$ cat src/design/ccpa_pkg.sv
// constants, field layouts and helper functions of the counter array
package ccpa_pkg;
  // structure of the array
  localparam int NUM_MOD = 5; // number of capture/compare modules
  localparam int WDT_MOD = 4; // only module able to act as watchdog
  localparam int CNT_W = 16; // shared counter width
  localparam int BYTE_W = 8; // one byte of a 16-bit value
  localparam int MODE_W = 7; // implemented bits of a mode register
  localparam int DATA_W = 32; // wishbone data width
  localparam int ADR_W = 8; // wishbone byte address width
  localparam int SEL_W = 4; // wishbone byte lanes

  // module mode register bit positions
  localparam int MB_IRQ = 0; // module_irq_enable_bit
  localparam int MB_PWM = 1; // pwm_select_bit
  localparam int MB_TOG = 2; // toggle_enable_bit
  localparam int MB_MAT = 3; // match_flag_enable_bit
  localparam int MB_CAPN = 4; // falling_capture_bit
  localparam int MB_CAPP = 5; // rising_capture_bit
  localparam int MB_ECOM = 6; // compare_enable_bit

  // control and counter mode register bits
  localparam int CTRL_RUN_BIT = 6; // counter run enable
  localparam int CMODE_WATCHDOG_RESET_ENABLE_BIT = 6; // watchdog_reset_enable

  // register byte offsets
  localparam logic [ADR_W-1:0] OFF_CTRL = 8'h00; // counter_control_register
  localparam logic [ADR_W-1:0] OFF_CMODE = 8'h04; // counter_mode_register
  localparam logic [ADR_W-1:0] OFF_COUNT = 8'h08; // shared counter pair
  localparam logic [ADR_W-1:0] OFF_MODE0 = 8'h10; // first module_mode_register
  localparam logic [ADR_W-1:0] OFF_CCAP0 = 8'h30; // first capture/compare pair
  localparam logic [ADR_W-1:0] OFF_STEP = 8'h04; // stride between modules

  // reset values and constants
  localparam logic [CNT_W-1:0] CNT_RST = 16'h0000;
  localparam logic [MODE_W-1:0] MODE_RST = 7'h00;
  localparam logic [BYTE_W-1:0] LOW_MAX = 8'hFF; // low byte before wrap
  localparam logic [DATA_W-1:0] RD_ZERO = 32'h0000_0000;

  // decoded operating mode of one module
  typedef enum logic [3:0] {
    CM_IDLE = 4'h1,
    CM_CAPT = 4'h2,
    CM_CMP = 4'h4,
    CM_PWM = 4'h8
  } ccpa_mode_t;

  // mode bits to operating mode
  function automatic ccpa_mode_t ccpa_decode(input logic [MODE_W-1:0] m);
    if (!m[MB_ECOM] && (m[MB_CAPP] || m[MB_CAPN])) begin
      return CM_CAPT;
    end else if (m[MB_ECOM] && m[MB_PWM] && !m[MB_MAT]) begin
      return CM_PWM;
    end else if (m[MB_ECOM] && m[MB_MAT] && !m[MB_PWM]) begin
      return CM_CMP;
    end
    return CM_IDLE;
  endfunction : ccpa_decode

  // hit test of a per-module register bank, returns {hit, index}
  function automatic logic [3:0] ccpa_bank(input logic [ADR_W-1:0] adr,
                                           input logic [ADR_W-1:0] base);
    logic [ADR_W-1:0] rel;
    rel = adr - base;
    if (adr >= base && rel[1:0] == 2'h0 && rel[ADR_W-1:2] < NUM_MOD) begin
      return {1'b1, rel[4:2]};
    end
    return 4'h0;
  endfunction : ccpa_bank
endpackage : ccpa_pkg

$ cat src/design/ccpa_reg_if.sv
// register access path between the wishbone slave and the register file
`timescale 1ns/1ps
interface ccpa_reg_if;
  import ccpa_pkg::*;
  logic wr; // write strobe, one cycle
  logic [ADR_W-1:0] adr; // byte address
  logic [DATA_W-1:0] wdata; // write data
  logic [SEL_W-1:0] sel; // byte lanes
  logic [DATA_W-1:0] rdata; // read data of the addressed register
  modport port (output wr, output adr, output wdata, output sel,
                input rdata);
  modport regs (input wr, input adr, input wdata, input sel,
                output rdata);
endinterface : ccpa_reg_if

$ cat src/design/ccpa_top.sv
// counter array top: shared counter, registers, five modules
`timescale 1ns/1ps
module ccpa_top
  import ccpa_pkg::*;
(
  input wire logic clk_i,
  input wire logic rst_i,
  input wire logic wb_cyc_i,
  input wire logic wb_stb_i,
  input wire logic wb_we_i,
  input wire logic [ADR_W-1:0] wb_adr_i,
  input wire logic [SEL_W-1:0] wb_sel_i,
  input wire logic [DATA_W-1:0] wb_dat_i,
  output logic [DATA_W-1:0] wb_dat_o,
  output logic wb_ack_o,
  input wire logic [NUM_MOD-1:0] module_pin_i,
  output logic [NUM_MOD-1:0] module_pin_o,
  output logic [NUM_MOD-1:0] module_pin_oe_o,
  output logic irq_o,
  output logic internal_reset_o
);
  // whole register state of the array
  typedef struct packed {
    logic [CNT_W-1:0] cnt; // shared counter high and low
    logic run; // counter running
    logic watchdog_reset_enable; // watchdog_reset_enable
    logic [NUM_MOD-1:0] flag; // module_event_flag bits
    logic [NUM_MOD-1:0][MODE_W-1:0] mode; // module_mode_register
    logic [NUM_MOD-1:0][CNT_W-1:0] ccap; // capture/compare pairs
    logic irq; // interrupt request
    logic wdt_rst; // internal reset pulse
  } ccpa_state_t;

  ccpa_state_t q, d;

  ccpa_reg_if rif (); // bus to register file path

  // per-module event lines
  logic [NUM_MOD-1:0] cap_ev; // capture strobes
  logic [NUM_MOD-1:0] set_ev; // flag set strobes
  logic [NUM_MOD-1:0] reload_ev; // pwm reload strobes
  logic [NUM_MOD-1:0] wdt_ev; // watchdog matches

  // decode helpers
  logic [3:0] mode_hit; // {hit, index} into mode bank
  logic [3:0] ccap_hit; // {hit, index} into capture bank
  logic [2:0] mode_idx;
  logic [2:0] ccap_idx;

  // bus slave
  ccpa_wb_slave u_wb (
    .clk_i(clk_i),
    .rst_i(rst_i),
    .wb_cyc_i(wb_cyc_i),
    .wb_stb_i(wb_stb_i),
    .wb_we_i(wb_we_i),
    .wb_adr_i(wb_adr_i),
    .wb_sel_i(wb_sel_i),
    .wb_dat_i(wb_dat_i),
    .wb_dat_o(wb_dat_o),
    .wb_ack_o(wb_ack_o),
    .rif(rif.port)
  );

  // five modules on the one shared counter
  for (genvar i = 0; i < NUM_MOD; i++) begin : g_mod
    ccpa_channel #(
      .IS_WDT(i == WDT_MOD)
    ) u_ch (
      .clk_i(clk_i),
      .rst_i(rst_i),
      .mode_i(q.mode[i]),
      .ccap_i(q.ccap[i]),
      .count_i(q.cnt),
      .tick_i(q.run),
      .watchdog_reset_enable_i(q.watchdog_reset_enable),
      .pin_i(module_pin_i[i]),
      .pin_o(module_pin_o[i]),
      .pin_oe_o(module_pin_oe_o[i]),
      .capture_o(cap_ev[i]),
      .event_o(set_ev[i]),
      .reload_o(reload_ev[i]),
      .wdt_reset_o(wdt_ev[i])
    );
  end

  // address decode of the module banks
  always_comb begin
    mode_hit = ccpa_bank(rif.adr, OFF_MODE0);
    ccap_hit = ccpa_bank(rif.adr, OFF_CCAP0);
    mode_idx = mode_hit[2:0];
    ccap_idx = ccap_hit[2:0];
  end

  // read mux, unmapped addresses read zero
  always_comb begin
    rif.rdata = RD_ZERO;
    if (rif.adr == OFF_CTRL) begin
      rif.rdata[NUM_MOD-1:0] = q.flag;
      rif.rdata[CTRL_RUN_BIT] = q.run;
    end else if (rif.adr == OFF_CMODE) begin
      rif.rdata[CMODE_WATCHDOG_RESET_ENABLE_BIT] = q.watchdog_reset_enable;
    end else if (rif.adr == OFF_COUNT) begin
      rif.rdata[CNT_W-1:0] = q.cnt;
    end else if (mode_hit[3]) begin
      // reserved bit 7 and above read zero
      rif.rdata[MODE_W-1:0] = q.mode[mode_idx];
    end else if (ccap_hit[3]) begin
      rif.rdata[CNT_W-1:0] = q.ccap[ccap_idx];
    end
  end

  // next state of counter, flags and registers
  always_comb begin
    d = q;

    // free-running shared counter
    if (q.run) begin
      d.cnt = q.cnt + CNT_W'(1);
    end

    // control register: run bit, write one clears a flag
    if (rif.wr && rif.adr == OFF_CTRL && rif.sel[0]) begin
      d.run = rif.wdata[CTRL_RUN_BIT];
      d.flag = q.flag & ~rif.wdata[NUM_MOD-1:0];
    end

    // counter mode register: watchdog enable
    if (rif.wr && rif.adr == OFF_CMODE && rif.sel[0]) begin
      d.watchdog_reset_enable = rif.wdata[CMODE_WATCHDOG_RESET_ENABLE_BIT];
    end

    // software load of the counter, byte lanes
    if (rif.wr && rif.adr == OFF_COUNT) begin
      if (rif.sel[0]) begin
        d.cnt[BYTE_W-1:0] = rif.wdata[BYTE_W-1:0];
      end
      if (rif.sel[1]) begin
        d.cnt[CNT_W-1:BYTE_W] = rif.wdata[CNT_W-1:BYTE_W];
      end
    end

    // mode registers, reserved bits dropped
    if (rif.wr && mode_hit[3] && rif.sel[0]) begin
      d.mode[mode_idx] = rif.wdata[MODE_W-1:0];
    end

    // capture/compare pairs, byte lanes
    if (rif.wr && ccap_hit[3]) begin
      if (rif.sel[0]) begin
        d.ccap[ccap_idx][BYTE_W-1:0] = rif.wdata[BYTE_W-1:0];
      end
      if (rif.sel[1]) begin
        d.ccap[ccap_idx][CNT_W-1:BYTE_W] = rif.wdata[CNT_W-1:BYTE_W];
      end
    end

    // hardware events win over software in the same cycle
    for (int i = 0; i < NUM_MOD; i++) begin
      if (cap_ev[i]) begin
        // whole counter copied, old value simply lost
        d.ccap[i] = q.cnt;
      end
      if (reload_ev[i]) begin
        // duty change takes effect at the period boundary
        d.ccap[i][BYTE_W-1:0] = d.ccap[i][CNT_W-1:BYTE_W];
      end
      if (set_ev[i]) begin
        d.flag[i] = 1'b1; // set beats clear
      end
    end

    // interrupt from flag and per-module enable
    d.irq = 1'b0;
    for (int i = 0; i < NUM_MOD; i++) begin
      if (d.flag[i] && d.mode[i][MB_IRQ]) begin
        d.irq = 1'b1;
      end
    end

    // internal reset pulse, no external pin driven
    d.wdt_rst = |wdt_ev;
  end

  // state register
  always_ff @(posedge clk_i) begin
    if (rst_i) begin
      q.cnt <= CNT_RST;
      q.run <= 1'b0;
      q.watchdog_reset_enable <= 1'b0;
      q.flag <= '0;
      q.mode <= {NUM_MOD{MODE_RST}};
      q.ccap <= {NUM_MOD{CNT_RST}};
      q.irq <= 1'b0;
      q.wdt_rst <= 1'b0;
    end else begin
      q <= d;
    end
  end

  assign irq_o = q.irq;
  assign internal_reset_o = q.wdt_rst;
endmodule : ccpa_top

$ cat src/design/ccpa_wb_slave.sv
// classic wishbone slave, one wait state, registered read data
`timescale 1ns/1ps
module ccpa_wb_slave
  import ccpa_pkg::*;
(
  input wire logic clk_i,
  input wire logic rst_i,
  input wire logic wb_cyc_i,
  input wire logic wb_stb_i,
  input wire logic wb_we_i,
  input wire logic [ADR_W-1:0] wb_adr_i,
  input wire logic [SEL_W-1:0] wb_sel_i,
  input wire logic [DATA_W-1:0] wb_dat_i,
  output logic [DATA_W-1:0] wb_dat_o,
  output logic wb_ack_o,
  ccpa_reg_if.port rif
);
  typedef struct packed {
    logic ack; // acknowledge
    logic [DATA_W-1:0] dat; // read data held during ack
  } ccpa_wb_state_t;

  ccpa_wb_state_t q, d;
  logic req; // live request

  // request decode and next state
  always_comb begin
    req = wb_cyc_i & wb_stb_i;
    d = q;
    d.ack = req & ~q.ack;
    // read data caught at the edge that raises ack
    if (req && !q.ack && !wb_we_i) begin
      d.dat = rif.rdata;
    end
    rif.adr = wb_adr_i;
    rif.wdata = wb_dat_i;
    rif.sel = wb_sel_i;
    // write lands on the edge where the master sees ack
    rif.wr = req & wb_we_i & q.ack;
  end

  // state register
  always_ff @(posedge clk_i) begin
    if (rst_i) begin
      q <= '0;
    end else begin
      q <= d;
    end
  end

  assign wb_ack_o = q.ack;
  assign wb_dat_o = q.dat;
endmodule : ccpa_wb_slave

$ cat src/design/ccpa_channel.sv
// one capture/compare module: edge detect, match, toggle, pwm, watchdog
`timescale 1ns/1ps
module ccpa_channel
  import ccpa_pkg::*;
#(
  parameter bit IS_WDT = 1'b0 // watchdog capable module
) (
  input wire logic clk_i,
  input wire logic rst_i,
  input wire logic [MODE_W-1:0] mode_i, // module mode register
  input wire logic [CNT_W-1:0] ccap_i, // capture/compare pair
  input wire logic [CNT_W-1:0] count_i, // shared counter
  input wire logic tick_i, // counter advances this cycle
  input wire logic watchdog_reset_enable_i, // watchdog_reset_enable
  input wire logic pin_i, // module_pin level
  output logic pin_o, // module_pin drive
  output logic pin_oe_o, // module_pin enable
  output logic capture_o, // capture now
  output logic event_o, // set module_event_flag
  output logic reload_o, // pwm reload high into low byte
  output logic wdt_reset_o // watchdog match
);
  typedef struct packed {
    logic prev; // pin level last cycle
    logic out; // output pin level
  } ccpa_ch_state_t;

  ccpa_ch_state_t q, d;
  ccpa_mode_t mode; // decoded mode
  logic rise, fall, match;

  // mode decode, edge detect and compare
  always_comb begin
    mode = ccpa_decode(mode_i);
    d = q;
    d.prev = pin_i;
    rise = pin_i & ~q.prev;
    fall = ~pin_i & q.prev;
    match = tick_i & (ccap_i == count_i);
    capture_o = 1'b0;
    event_o = 1'b0;
    reload_o = 1'b0;
    wdt_reset_o = 1'b0;
    unique case (mode)
      CM_IDLE: begin
        d.out = q.out; // no operation
      end
      CM_CAPT: begin
        // either edge bit enables capture
        capture_o = (mode_i[MB_CAPP] & rise) | (mode_i[MB_CAPN] & fall);
        event_o = capture_o;
      end
      CM_CMP: begin
        event_o = match;
        if (match && mode_i[MB_TOG]) begin
          d.out = ~q.out;
        end
        // watchdog reset only on module 4 with enable
        wdt_reset_o = IS_WDT & watchdog_reset_enable_i & match;
      end
      CM_PWM: begin // pwm bit together with compare enable
        // low below compare low byte, high at or above
        d.out = (count_i[BYTE_W-1:0] >= ccap_i[BYTE_W-1:0]);
        reload_o = tick_i & (count_i[BYTE_W-1:0] == LOW_MAX);
      end
    endcase
    pin_oe_o = (mode == CM_PWM) | ((mode == CM_CMP) & mode_i[MB_TOG]);
  end

  // state register
  always_ff @(posedge clk_i) begin
    if (rst_i) begin
      q <= '0;
    end else begin
      q <= d;
    end
  end

  assign pin_o = q.out;
endmodule : ccpa_channel

$ cat config.mk
export PLATFORM = sky130hd
export DESIGN_NAME = ccpa_top
export DESIGN_NICKNAME = d
export VERILOG_FILES = /design/src/design/ccpa_pkg.sv /design/src/design/ccpa_reg_if.sv /design/src/design/ccpa_top.sv /design/src/design/ccpa_wb_slave.sv /design/src/design/ccpa_channel.sv
export SDC_FILE = /design/constraint.sdc
export NUM_CORES = 1
export LEC_CHECK = 0
export BUFFER_PORTS_ARGS = -buffer_cell sky130_fd_sc_hd__clkbuf_2
export CAP_MARGIN = 30
export CORE_ASPECT_RATIO = 1.5
export CORE_MARGIN = 1.5
export CORE_UTILIZATION = 48
export CTS_BUF_LIST = sky130_fd_sc_hd__clkbuf_8
export CTS_CLUSTER_DIAMETER = 50
export CTS_CLUSTER_SIZE = 20
export DETAILED_ROUTE_END_ITERATION = 8
export GPL_TIMING_DRIVEN = 0
export PLACE_DENSITY = 0.69
export SLEW_MARGIN = 20
export SYNTH_ARGS = -nofsm -noshare
export SYNTH_HDL_FRONTEND = slang
export SYNTH_SLANG_ARGS = --single-unit
$ cat constraint.sdc
create_clock -name clk_i -period 4.3 [get_ports clk_i]
set_input_delay 0.43 -clock clk_i [delete_from_list [all_inputs] [get_ports clk_i]]
set_output_delay 0.43 -clock clk_i [all_outputs]
set_load 0.005 [all_outputs]
==> results of run 1 <==
logic make-up (layout without fill, tap and decap cells):
logic type / count (synthesis) / in the layout / share of synthesized area, %
AO/OA/AOI/OAI: 317 / 317 / 20.8
other: 1 / 16 / 0.0344
buffers and inverters: 177 / 270 / 7.20
AND/OR/NAND/NOR: 425 / 425 / 19.8
adder cells (fa/ha/maj): 45 / 45 / 5.17
multiplexers: 120 / 120 / 11.4
flip-flops: 167 / 167 / 30.7
XOR/XNOR: 61 / 61 / 4.97
sequential cells by signal (all words and copies together), names as in the netlist:
register / flops
internal_reset_o: 1
irq_o: 1
q: 138
g_mod.u_ch.q: 5
u_wb.wb_ack_o: 1
u_wb.wb_dat_o: 16
g_mod.u_ch.pin_o: 5
Yosys cell counts, types with 7 or more instances:
master / instances
a2111oi_0: 9
a211o_1: 15
a211oi_1: 61
a21o_1: 23
a21oi_1: 69
a22oi_1: 13
a31oi_1: 8
and2_1: 11
and3_1: 12
and3b_1: 8
buf_1: 12
buf_4: 29
clkbuf_1: 74
dfxtp_1: 167
ha_1: 45
inv_1: 57
mux2_2: 28
mux2i_1: 91
nand2_1: 60
nand3_1: 18
nand3b_1: 9
nand4_1: 26
nor2_1: 192
nor2b_1: 8
nor3_1: 25
nor4_1: 8
o211ai_1: 10
o21ai_0: 21
o221ai_1: 8
o22a_1: 7
o22ai_1: 24
or4_1: 8
xnor2_1: 33
xor2_1: 27
final cells by class:
class / instances / area [um^2]
sequential: 167 / 3340
clock buffer: 18 / 248
fill: 2206 / 10300
clock inverter: 14 / 140
inverter: 58 / 218
multi-input combinational: 984 / 6840
tap: 276 / 345
timing repair buffer: 61 / 308
buffer: 119 / 568
through the flow:
stage          utilization, %  hold WS (ns)  setup slack [ns]  setup TNS, ns
4_1_cts                  53.8         0.151             0.156              0
3_3_place_gp             52.0         0.477            -0.356          -2.63
5_1_grt                  53.8         0.166             0.159              0
2_1_floorplan               -         0.449             0.941              0
6_report                 53.8         0.162             0.233              0
3_5_place_dp             52.0         0.479            -0.357          -2.46
layer usage:
layer | wire, um | vias up | part of all wire, %
li1 | - | 4927 | -
met1 | 18000 | 5242 | 37
met2 | 21400 | 633 | 44
met3 | 3440 | 210 | 7.1
met4 | 5270 | 0 | 11
met5 | 0 | - | 0
worst paths after layout:
path                   endpoint  slack, ns  cells past startpoint             start
max                       q[23]       0.23                      6            q[128]
min          g_mod[4].u_ch.q[1]       0.16                      2   module_pin_i[4]
max reg2reg               q[23]       0.23                      6            q[128]
min reg2reg    u_wb.wb_dat_o[6]       0.49                      2  u_wb.wb_dat_o[6]
what timing repair did:
action | in CTS | in global routing
endpoints found under the setup margin | 0 | 3
endpoints found under the hold margin | 0 | 0
gates resized for setup | 0 | 3
cells in the final DEF (no fill, tap or decap), types with 24 or more instances in the layout:
master,count
mux2_2,28
o22ai_1,24
nor3_1,25
clkbuf_1,73
ha_1,45
a21oi_1,69
a211oi_1,61
dfxtp_1,167
buf_4,30
clkbuf_2,59
xnor2_1,33
nand2_1,60
nand4_1,26
inv_1,57
nor2_1,192
xor2_1,27
mux2i_1,91
report_power, final:
group / leakage (nW) / total [mW] / internal [mW] / switching, mW
clock network: 0.186 / 1.17 / 0.486 / 0.688
registers: 1.35 / 1.56 / 1.55 / 0.00387
logic: 3.19 / 0.262 / 0.0657 / 0.196
total: 4.72 / 2.99 / 2.10 / 0.889
worst reg2reg max path, cell delays in order (launching register included):
cell and delay, ns:
dfxtp_1 0.71, clkbuf_1 0.82, nand4_1 0.59, nor3b_1 0.77, clkbuf_1 0.57, nor2_1 0.16
a2111oi_2 0.35
==> reports/metrics.csv, run 1 <==
stage,metric,value,unit
timing,timing.final.crit_share,94.6,%
floorplanning,dieArea,23600,um^2
timing,worst_pin_slew,1.07,ns
timing,setup_viol,0,
power_and_ir_drop,vdd_ir_drop_max,0.192,mV
floorplanning,io_pins,99,
worst_setup_path,crit_top_cell,clkbuf_1,
yosys,synth.area.top_cells,"dfxtp_1 (31%), mux2i_1 (8.4%), nor2_1 (6.6%)",
worst_setup_path,path_buf_inv,2,
timing,max_freq,0.246,GHz
drt,drt-total-wl,48100,um
worst_setup_path,cp_max_fo,10,
global_route,grt_pass1_vias,10545,
clocking,cts_tree,done,
yosys,yosysTopAreaCell,dfxtp_1,
global_route,grt_usage,40.8,%
floorplanning,die_height,188,um
timing,skew,0.0188,ns
place,dp.cells,1664,
clocking,cts_root_buffer,clkbuf_8,
final_layout,syn_to_final_growth,10.2,%
worst_setup_path,critPathKind,flop to flop,
place,place_congestion,1.07,
place,placed_area,11600,um^2
yosys,synth_top_area_share,30.7,%
yosys,synthCells,1313,
global_route,use_met3,5.62,%
final_layout,fin_area,12000,um^2
yosys,syn_area_per_cell,8.30,um^2
worst_setup_path,start_kind,flop,
final_layout,nets,1507,
floorplanning,core_region_area,22300,um^2
timing,hold_viol,0,
yosys,synth_edf_count,0,
place,portBuffers,58,
drt,wire_per_inst,28.4,um
clocking,ctsHoldBuffers,0,
power_and_ir_drop,p_total,2.99,mW
floorplanning,initial_core_util,48.9,%
global_route,grt.busiest_layer,met2,
worst_setup_path,crit_family,simple AND/OR/NAND/NOR gates,
yosys,synth_seq_cells,167,
global_route,met1_usage,47.8,%
timing,drv_slew,0,
global_route,grt_max_degree,17,
yosys,ys.flop_type,dfxtp_1,
final_layout,instances_no_fill,1697,
status,violations,DRC,
yosys,async_flop_share,0,%
clocking,clkTransAtPathRegs,0.11,ns
floorplanning,die_w,126,um
status,outcome,finished with violations,
global_route,overflow,0,
clocking,cts_num_sinks,167,
place,hpwl,37900,um
hold_path,hold_path.class,primary input to flop,
power_and_ir_drop,leakagePower,4.72,nW
worst_setup_path,cpMaxStageDelayCell,clkbuf_1,
job,drv_cap,0,
drt,routed_via_density,6.49,
floorplanning,rows,67,
clocking,post-cts-setup-buffer-count,0,
final_layout,antenna_cells,0,
yosys,ys_warn_count,0,
global_route,gr-usage-met2,63.8,%
drt,drtAntennaViolNets,0,
power_and_ir_drop,p_per_area,249,nW/um^2
drt,vias,11012,
worst_setup_path,worstPathRequired,4.72,ns
drt,drcViolationCount,8,
final_layout,layout-drive-gt1-share,12.7,%
yosys,seq_area_frac_synth,30.7,%
drt,firstDrtPassIters,9,
global_route,antenna_found_initial,0,
yosys,yosysUniqueCellTypes,75,
clocking,htree_levels,4,
yosys,synthesis.area,10900,um^2
global_route,grt_pass1_wl,69100,um
clocking,worstSkewPairLatency,0.51,ns
timing,fin_crit,4.07,ns
worst_setup_path,worstPathArrival,4.48,ns
clocking,cts_inserted_buffers,17,
timing,rsz0062_at_grt,false,
worst_setup_path,crit_chain,clkbuf_1 > nand4_1 > nor3b_1 > clkbuf_1 > nor2_1 > a2111oi_2,
timing,slew_headroom,28.7,%
drt,drt_iter0_markers,1180,
clocking,clockBufferDepth,2,
worst_setup_path,slowest_delay,0.81,ns
worst_setup_path,end_kind,flop,
Power figures use the tool's default switching activity.
==> inputs of run 2 (changes only) <==
--- a/config.mk
+++ b/config.mk
@@ -10,12 +10,12 @@
 export CORE_ASPECT_RATIO = 1.5
 export CORE_MARGIN = 1.5
 export CORE_UTILIZATION = 48
-export CTS_BUF_LIST = sky130_fd_sc_hd__clkbuf_8
 export CTS_CLUSTER_DIAMETER = 50
 export CTS_CLUSTER_SIZE = 20
 export DETAILED_ROUTE_END_ITERATION = 8
 export GPL_TIMING_DRIVEN = 0
-export PLACE_DENSITY = 0.69
+export PLACE_DENSITY = 0.72
+export SKIP_LAST_GASP = 1
 export SLEW_MARGIN = 20
 export SYNTH_ARGS = -nofsm -noshare
 export SYNTH_HDL_FRONTEND = slang
==> reports/metrics.csv, run 2 (synthesis results as in run 1) <==
stage,metric,value,unit,change
status,outcome,finished with violations,,unchanged
status,violations,DRC,,unchanged
final_layout,final_common_cell,nor2_1,,unchanged
floorplanning,rows,67,,unchanged
final_layout,fillerInstances,2153,,was 2206
drt,drt_iter0_markers,1258,,was 1180
timing,fin_setup_tns,0,ns,unchanged
global_route,grt_pass1_wl,70900,um,was 69100 um
hold_path,min_from,module_pin_i[4],,unchanged
floorplanning,core_region_area,22300,um^2,unchanged
timing,setup_ws,0.112,ns,was 0.233 ns
clocking,htree_levels,4,,unchanged
drt,routed_via_density,6.51,,was 6.49
final_layout,antenna_cells,0,,unchanged
global_route,grt_pass1_vias,10675,,was 10545
timing,hold_viol,0,,unchanged
final_layout,syn_to_final_growth,12.2,%,was 10.2%
floorplanning,dieArea,23600,um^2,unchanged
power_and_ir_drop,p_per_area,278,nW/um^2,was 249 nW/um^2
final_layout,largest_register_ffs,138,,unchanged
global_route,overflow,0,,unchanged
drt,drtAntennaViolNets,0,,unchanged
drt,drcViolationCount,8,,unchanged
timing,max_freq,0.239,GHz,was 0.246 GHz
floorplanning,initial_core_util,48.9,%,unchanged
power_and_ir_drop,switching_share,26.3,%,was 29.7%
timing,rsz0062_at_grt,false,,unchanged
timing,skew,0.0103,ns,was 0.0188 ns
worst_setup_path,worstPathArrival,4.48,ns,about the same
drt,firstDrtPassIters,9,,unchanged
floorplanning,die_w,126,um,unchanged
hold_path,min_to,g_mod[4].u_ch.q[1],,unchanged
power_and_ir_drop,seq_power_share,45.7,%,was 52.0%
job,drv_cap,0,,unchanged
power_and_ir_drop,p_comb_share,7.9,%,was 8.8%
worst_setup_path,start_kind,primary input,,was flop
final_layout,finish.utilization,54.9,%,was 53.8%
global_route,grt_usage,41.8,%,was 40.8%
place,placed_area,11600,um^2,about the same
place,portBuffers,58,,unchanged
hold_path,holdPathStages,2,,unchanged
power_and_ir_drop,leakagePower,4.84,nW,was 4.72 nW
clocking,clockBufferDepth,2,,unchanged
worst_setup_path,reg2regPathDepth,9,,was 6
final_layout,fin_area,12200,um^2,was 12000 um^2
clocking,cts_inserted_buffers,17,,unchanged
timing,setup_viol,0,,unchanged
clocking,cts_num_sinks,167,,unchanged
worst_setup_path,worstPathRequired,4.59,ns,was 4.72 ns
final_layout,regArea,3340,um^2,unchanged
clocking,cts_root_buffer,clkbuf_16,,was clkbuf_8
final_layout,multi_input_area,6830,um^2,was 6840 um^2
worst_setup_path,critPathKind,primary input to flop,,was flop to flop
floorplanning,die_height,188,um,unchanged
clocking,worstSkewPairLatency,0.45,ns,was 0.51 ns
worst_setup_path,end_kind,flop,,unchanged
worst_setup_path,r2r-end,g_mod[4].u_ch.pin_o,,was q[23]
final_layout,layout-drive-gt1-share,12.8,%,was 12.7%
floorplanning,io_pins,99,,unchanged
timing,worst_pin_slew,1.05,ns,was 1.07 ns
worst_setup_path,cp_max_fo,12,,was 10
timing,fin_crit,4.19,ns,was 4.07 ns
drt,wire_per_inst,28.9,um,was 28.4 um
final_layout,final_cell_mix,"nor2_1 (192), dfxtp_1 (167), mux2i_1 (91), clkbuf_1 (75), a21oi_1 (69)",,"was nor2_1 (192), dfxtp_1 (167), mux2i_1 (91), clkbuf_1 (73), a21oi_1 (69)"
place,hpwl,38400,um,was 37900 um
place,pre_cts_ws,-0.331,ns,was -0.357 ns
timing,timing.final.crit_share,97.4,%,was 94.6%
power_and_ir_drop,vdd_ir_drop_max,0.288,mV,was 0.192 mV
final_layout,top_register,q,,unchanged
clocking,ctsHoldBuffers,0,,unchanged
worst_setup_path,r2r_slack,0.29,ns,was 0.23 ns
drt,vias,11060,,was 11012
power_and_ir_drop,switchingPower,897,uW,was 889 uW
place,place_congestion,1.05,,was 1.07
hold_path,hold_path.class,primary input to flop,,unchanged
power_and_ir_drop,p_int,2.51,mW,was 2.10 mW
timing,slew_headroom,30.0,%,was 28.7%
power_and_ir_drop,power_frac_clock,46.4,%,was 39.3%
final_layout,nets,1511,,was 1507
worst_setup_path,reg2reg_from,q[124],,was q[128]
power_and_ir_drop,p_total,3.40,mW,was 2.99 mW
global_route,grt_max_degree,17,,unchanged
drt,drt-total-wl,49100,um,was 48100 um
clocking,cts_tree,done,,unchanged
global_route,antenna_found_initial,0,,unchanged
timing,drv_slew,0,,unchanged
clocking,clkTransAtPathRegs,0.06,ns,was 0.11 ns
==> run 2: cell count changes in the layout (fill, tap and decap cells not counted), moves of 2 or more <==
cell	delta
clkinvlp_4	-4
clkbuf_1	+2
inv_8	-2
clkbuf_8	-16
clkbuf_16	+17
clkinv_2	+2
==> run 2: how the worst max path moves through the flow <==
stage                     start    end  cells past startpoint
finish              wb_adr_i[4]  irq_o                     12
global route        wb_adr_i[4]  q[38]                     11
CTS                 wb_adr_i[4]  irq_o                     12
detailed placement  wb_adr_i[4]  irq_o                     12
global placement    wb_adr_i[4]  irq_o                     12
floorplan           wb_adr_i[4]  irq_o                     10
==> run 2: critical path, cell delays in order <==
cell and delay [ns]:
clkbuf_2 0.16, inv_1 0.10, clkbuf_1 0.47, clkbuf_2 0.43, ha_1 0.21, clkbuf_1 0.34
or3b_2 0.51, o41ai_1 0.81, and2_1 0.23, o31ai_1 0.21, a222oi_1 0.44, a21oi_1 0.14
==> run 2: final cells by class <==
cell class                 count  area share, %
inverter                      58           1.78
clock inverter                10          0.972
sequential                   167           27.3
multi-input combinational    984           55.9
timing repair buffer          65           2.83
tap                          276           2.82
buffer                       119           4.64
clock buffer                  21           3.76
==> run 2: routing by layer <==
layer	vias to the layer above	track usage, %	part of all wire, %
met5	-	0	0
met4	0	38.5	11
met3	209	5.68	6.6
met2	633	66.5	46
met1	5283	48.3	37
li1	4935	-	-
==> run 2: stage by stage <==
stage / cells / hold slack [ns]
6_report: 1700 / 0.217
2_1_floorplan: 1328 / 0.449
5_1_grt: 1700 / 0.235
3_3_place_gp: 1662 / 0.474
3_5_place_dp: 1665 / 0.473
4_1_cts: 1696 / 0.218
==> run 2: power by group through the flow <==
stage,clock [mW],sequential [mW],combinational (mW)
after floorplan,0,1.59,0.134
after global placement,0,1.59,0.253
after detailed placement,0,1.59,0.254
after CTS,1.58,1.56,0.255
after global routing,1.64,1.56,0.275
final,1.58,1.56,0.267
==> run 2: repair_timing <==
action                     CTS  global route
gates resized for setup      0             2
setup endpoints to repair    0             6
setup buffers                0             0
==> inputs of run 3 (changes only) <==
--- a/config.mk
+++ b/config.mk
@@ -7,7 +7,7 @@
 export LEC_CHECK = 0
 export BUFFER_PORTS_ARGS = -buffer_cell sky130_fd_sc_hd__clkbuf_2
 export CAP_MARGIN = 30
-export CORE_ASPECT_RATIO = 1.5
+export CORE_ASPECT_RATIO = 0.75
 export CORE_MARGIN = 1.5
 export CORE_UTILIZATION = 48
 export CTS_CLUSTER_DIAMETER = 50
==> reports/metrics.csv, run 3 (synthesis results as in run 1) <==
stage,metric,value,unit,change
clocking,cts_inserted_buffers,17,,unchanged
global_route,grt_pass1_wl,68900,um,was 70900 um
drt,drtAntennaViolNets,0,,unchanged
drt,drt_iter0_markers,1898,,was 1258
drt,routed_via_density,6.60,,was 6.51
floorplanning,initial_core_util,49.2,%,was 48.9%
final_layout,instances_no_fill,1716,,was 1700
timing,setup_ws,0.209,ns,was 0.112 ns
power_and_ir_drop,p_comb_share,7.9,%,about the same
power_and_ir_drop,leakagePower,4.84,nW,about the same
global_route,grt_usage,40.7,%,was 41.8%
clocking,post-cts-setup-buffer-count,0,,unchanged
worst_setup_path,critPathKind,primary input to flop,,unchanged
status,outcome,"complete, no violations",,was finished with violations
power_and_ir_drop,power_frac_clock,47.1,%,was 46.4%
final_layout,fillerInstances,2115,,was 2153
clocking,cts_root_buffer,clkbuf_16,,unchanged
drt,drcViolationCount,0,,was 8
drt,vias,11329,,was 11060
timing,worst_pin_slew,1.02,ns,was 1.05 ns
floorplanning,dieArea,23600,um^2,about the same
place,pre_cts_ws,-0.210,ns,was -0.331 ns
clocking,htree_levels,4,,unchanged
timing,hold_viol,0,,unchanged
timing,fin_crit,4.09,ns,was 4.19 ns
job,drv_cap,0,,unchanged
place,place_congestion,1.07,,was 1.05
worst_setup_path,worstPathArrival,4.44,ns,was 4.48 ns
clocking,clkTransAtPathRegs,0.08,ns,was 0.06 ns
global_route,antenna_found_initial,2,,was 0
worst_setup_path,cp_max_fo,12,,unchanged
power_and_ir_drop,switchingPower,947,uW,was 897 uW
power_and_ir_drop,switching_share,27.4,%,was 26.3%
power_and_ir_drop,vdd_ir_drop_max,0.286,mV,was 0.288 mV
floorplanning,die_height,133,um,was 188 um
power_and_ir_drop,p_per_area,281,nW/um^2,was 278 nW/um^2
global_route,grt_pass1_vias,10410,,was 10675
clocking,worstSkewPairLatency,0.46,ns,was 0.45 ns
final_layout,largest_register_ffs,138,,unchanged
final_layout,top_register,q,,unchanged
floorplanning,rows,47,,was 67
worst_setup_path,crit_chain,clkbuf_2 > inv_1 > clkbuf_1 > clkbuf_2 > ha_1 > nor4_1 > buf_2 > nand4_1 > clkbuf_1 > o22ai_1 > a211oi_1 > a221o_1,,was clkbuf_2 > inv_1 > clkbuf_1 > clkbuf_2 > ha_1 > clkbuf_1 > or3b_2 > o41ai_1 > and2_1 > o31ai_1 > a222oi_1 > a21oi_1
clocking,clockBufferDepth,2,,unchanged
clocking,ctsHoldBuffers,0,,unchanged
final_layout,nets,1509,,was 1511
final_layout,syn_to_final_growth,12.7,%,was 12.2%
floorplanning,die_w,177,um,was 126 um
clocking,cts-resized-gates,0,,unchanged
worst_setup_path,slowest_delay,0.56,ns,was 0.81 ns
floorplanning,io_pins,99,,unchanged
worst_setup_path,cpMaxStageDelayCell,o22ai_1,,was o41ai_1
drt,firstDrtPassIters,6,,was 9
power_and_ir_drop,seq_power_share,45.0,%,was 45.7%
worst_setup_path,start_kind,primary input,,unchanged
power_and_ir_drop,p_int,2.51,mW,about the same
global_route,overflow,0,,unchanged
timing,setup_viol,0,,unchanged
timing,skew,0.0165,ns,was 0.0103 ns
hold_path,hold_path.class,primary input to flop,,unchanged
final_layout,final_cell_mix,"nor2_1 (192), dfxtp_1 (167), mux2i_1 (91), clkbuf_1 (73), a21oi_1 (69)",,"was nor2_1 (192), dfxtp_1 (167), mux2i_1 (91), clkbuf_1 (75), a21oi_1 (69)"
timing,hold_slack,0.217,ns,about the same
place,dp.cells,1683,,was 1665
worst_setup_path,r2r_slack,0.26,ns,was 0.29 ns
worst_setup_path,worstPathRequired,4.65,ns,was 4.59 ns
clocking,cts_tree,done,,unchanged
final_layout,layout-drive-gt1-share,12.8,%,about the same
clocking,cts_num_sinks,167,,unchanged
timing,drv_slew,0,,unchanged
floorplanning,core_region_area,22200,um^2,was 22300 um^2
final_layout,fin_area,12300,um^2,was 12200 um^2
global_route,grt_max_degree,17,,unchanged
worst_setup_path,end_kind,flop,,unchanged
place,portBuffers,58,,unchanged
final_layout,final_common_cell,nor2_1,,unchanged
drt,drt-total-wl,47900,um,was 49100 um
place,hpwl,36500,um,was 38400 um
timing,timing.final.crit_share,95.1,%,was 97.4%
timing,rsz0062_at_grt,false,,unchanged
place,placed_area,11600,um^2,about the same
timing,slew_headroom,31.8,%,was 30.0%
final_layout,antenna_cells,0,,unchanged
drt,wire_per_inst,27.9,um,was 28.9 um
timing,max_freq,0.244,GHz,was 0.239 GHz
==> run 3: per-stage QoR <==
step / setup TNS (ns) / util (%) / power (mW)
2_1_floorplan: 0 / - / 1.72
3_3_place_gp: -2.25 / 52.4 / 1.84
3_5_place_dp: -1.88 / 52.5 / 1.84
4_1_cts: 0 / 55.2 / 3.43
5_1_grt: 0 / 55.4 / 3.52
6_report: 0 / 55.4 / 3.45
==> run 3: worst max-delay path: cells and delay by family <==
kind | cells | cell delay (ns)
AOI/OAI and AO/OA | 3 | 1.01
buffers and inverters | 6 | 1.85
and+or+nand+nor | 2 | 0.81
adders and majority gates | 1 | 0.32
==> run 3: final cells by class <==
cell class | instances | area [um^2] | area share (%)
Inverter | 58 | 218 | 1.77
Buffer | 119 | 568 | 4.62
Clock buffer | 18 | 439 | 3.58
Tap cell | 294 | 368 | 2.99
Timing Repair Buffer | 63 | 343 | 2.79
Clock inverter | 13 | 165 | 1.34
Sequential cell | 167 | 3340 | 27.2
Multi-Input combinational cell | 984 | 6840 | 55.7
==> run 3: path summary, 6_finish.rpt <==
kind | cells past startpoint | to | from
max | 12 | u_wb.wb_dat_o[9] | wb_adr_i[4]
min | 2 | g_mod[0].u_ch.q[1] | module_pin_i[0]
max reg2reg | 7 | q[25] | q[131]
min reg2reg | 1 | u_wb.wb_dat_o[15] | u_wb.wb_dat_o[15]
==> run 3: power groups by stage <==
stage               Clock [mW]  Combinational, mW  Sequential [mW]
global placement             0              0.252             1.59
detailed placement           0              0.253             1.59
finish                    1.63              0.273             1.55
floorplan                    0              0.134             1.59
CTS                       1.62              0.254             1.55
global route              1.68              0.279             1.55
==> run 3: routing by layer <==
| metal | part of all wire (%) | wire (um) | global-route usage (%) |
|---|---|---|---|
| met5 | 0 | 0 | 0 |
| met4 | 3.6 | 1740 | 15.5 |
| met3 | 15 | 7200 | 12.3 |
| met2 | 40 | 19300 | 57.1 |
| met1 | 41 | 19700 | 57.9 |
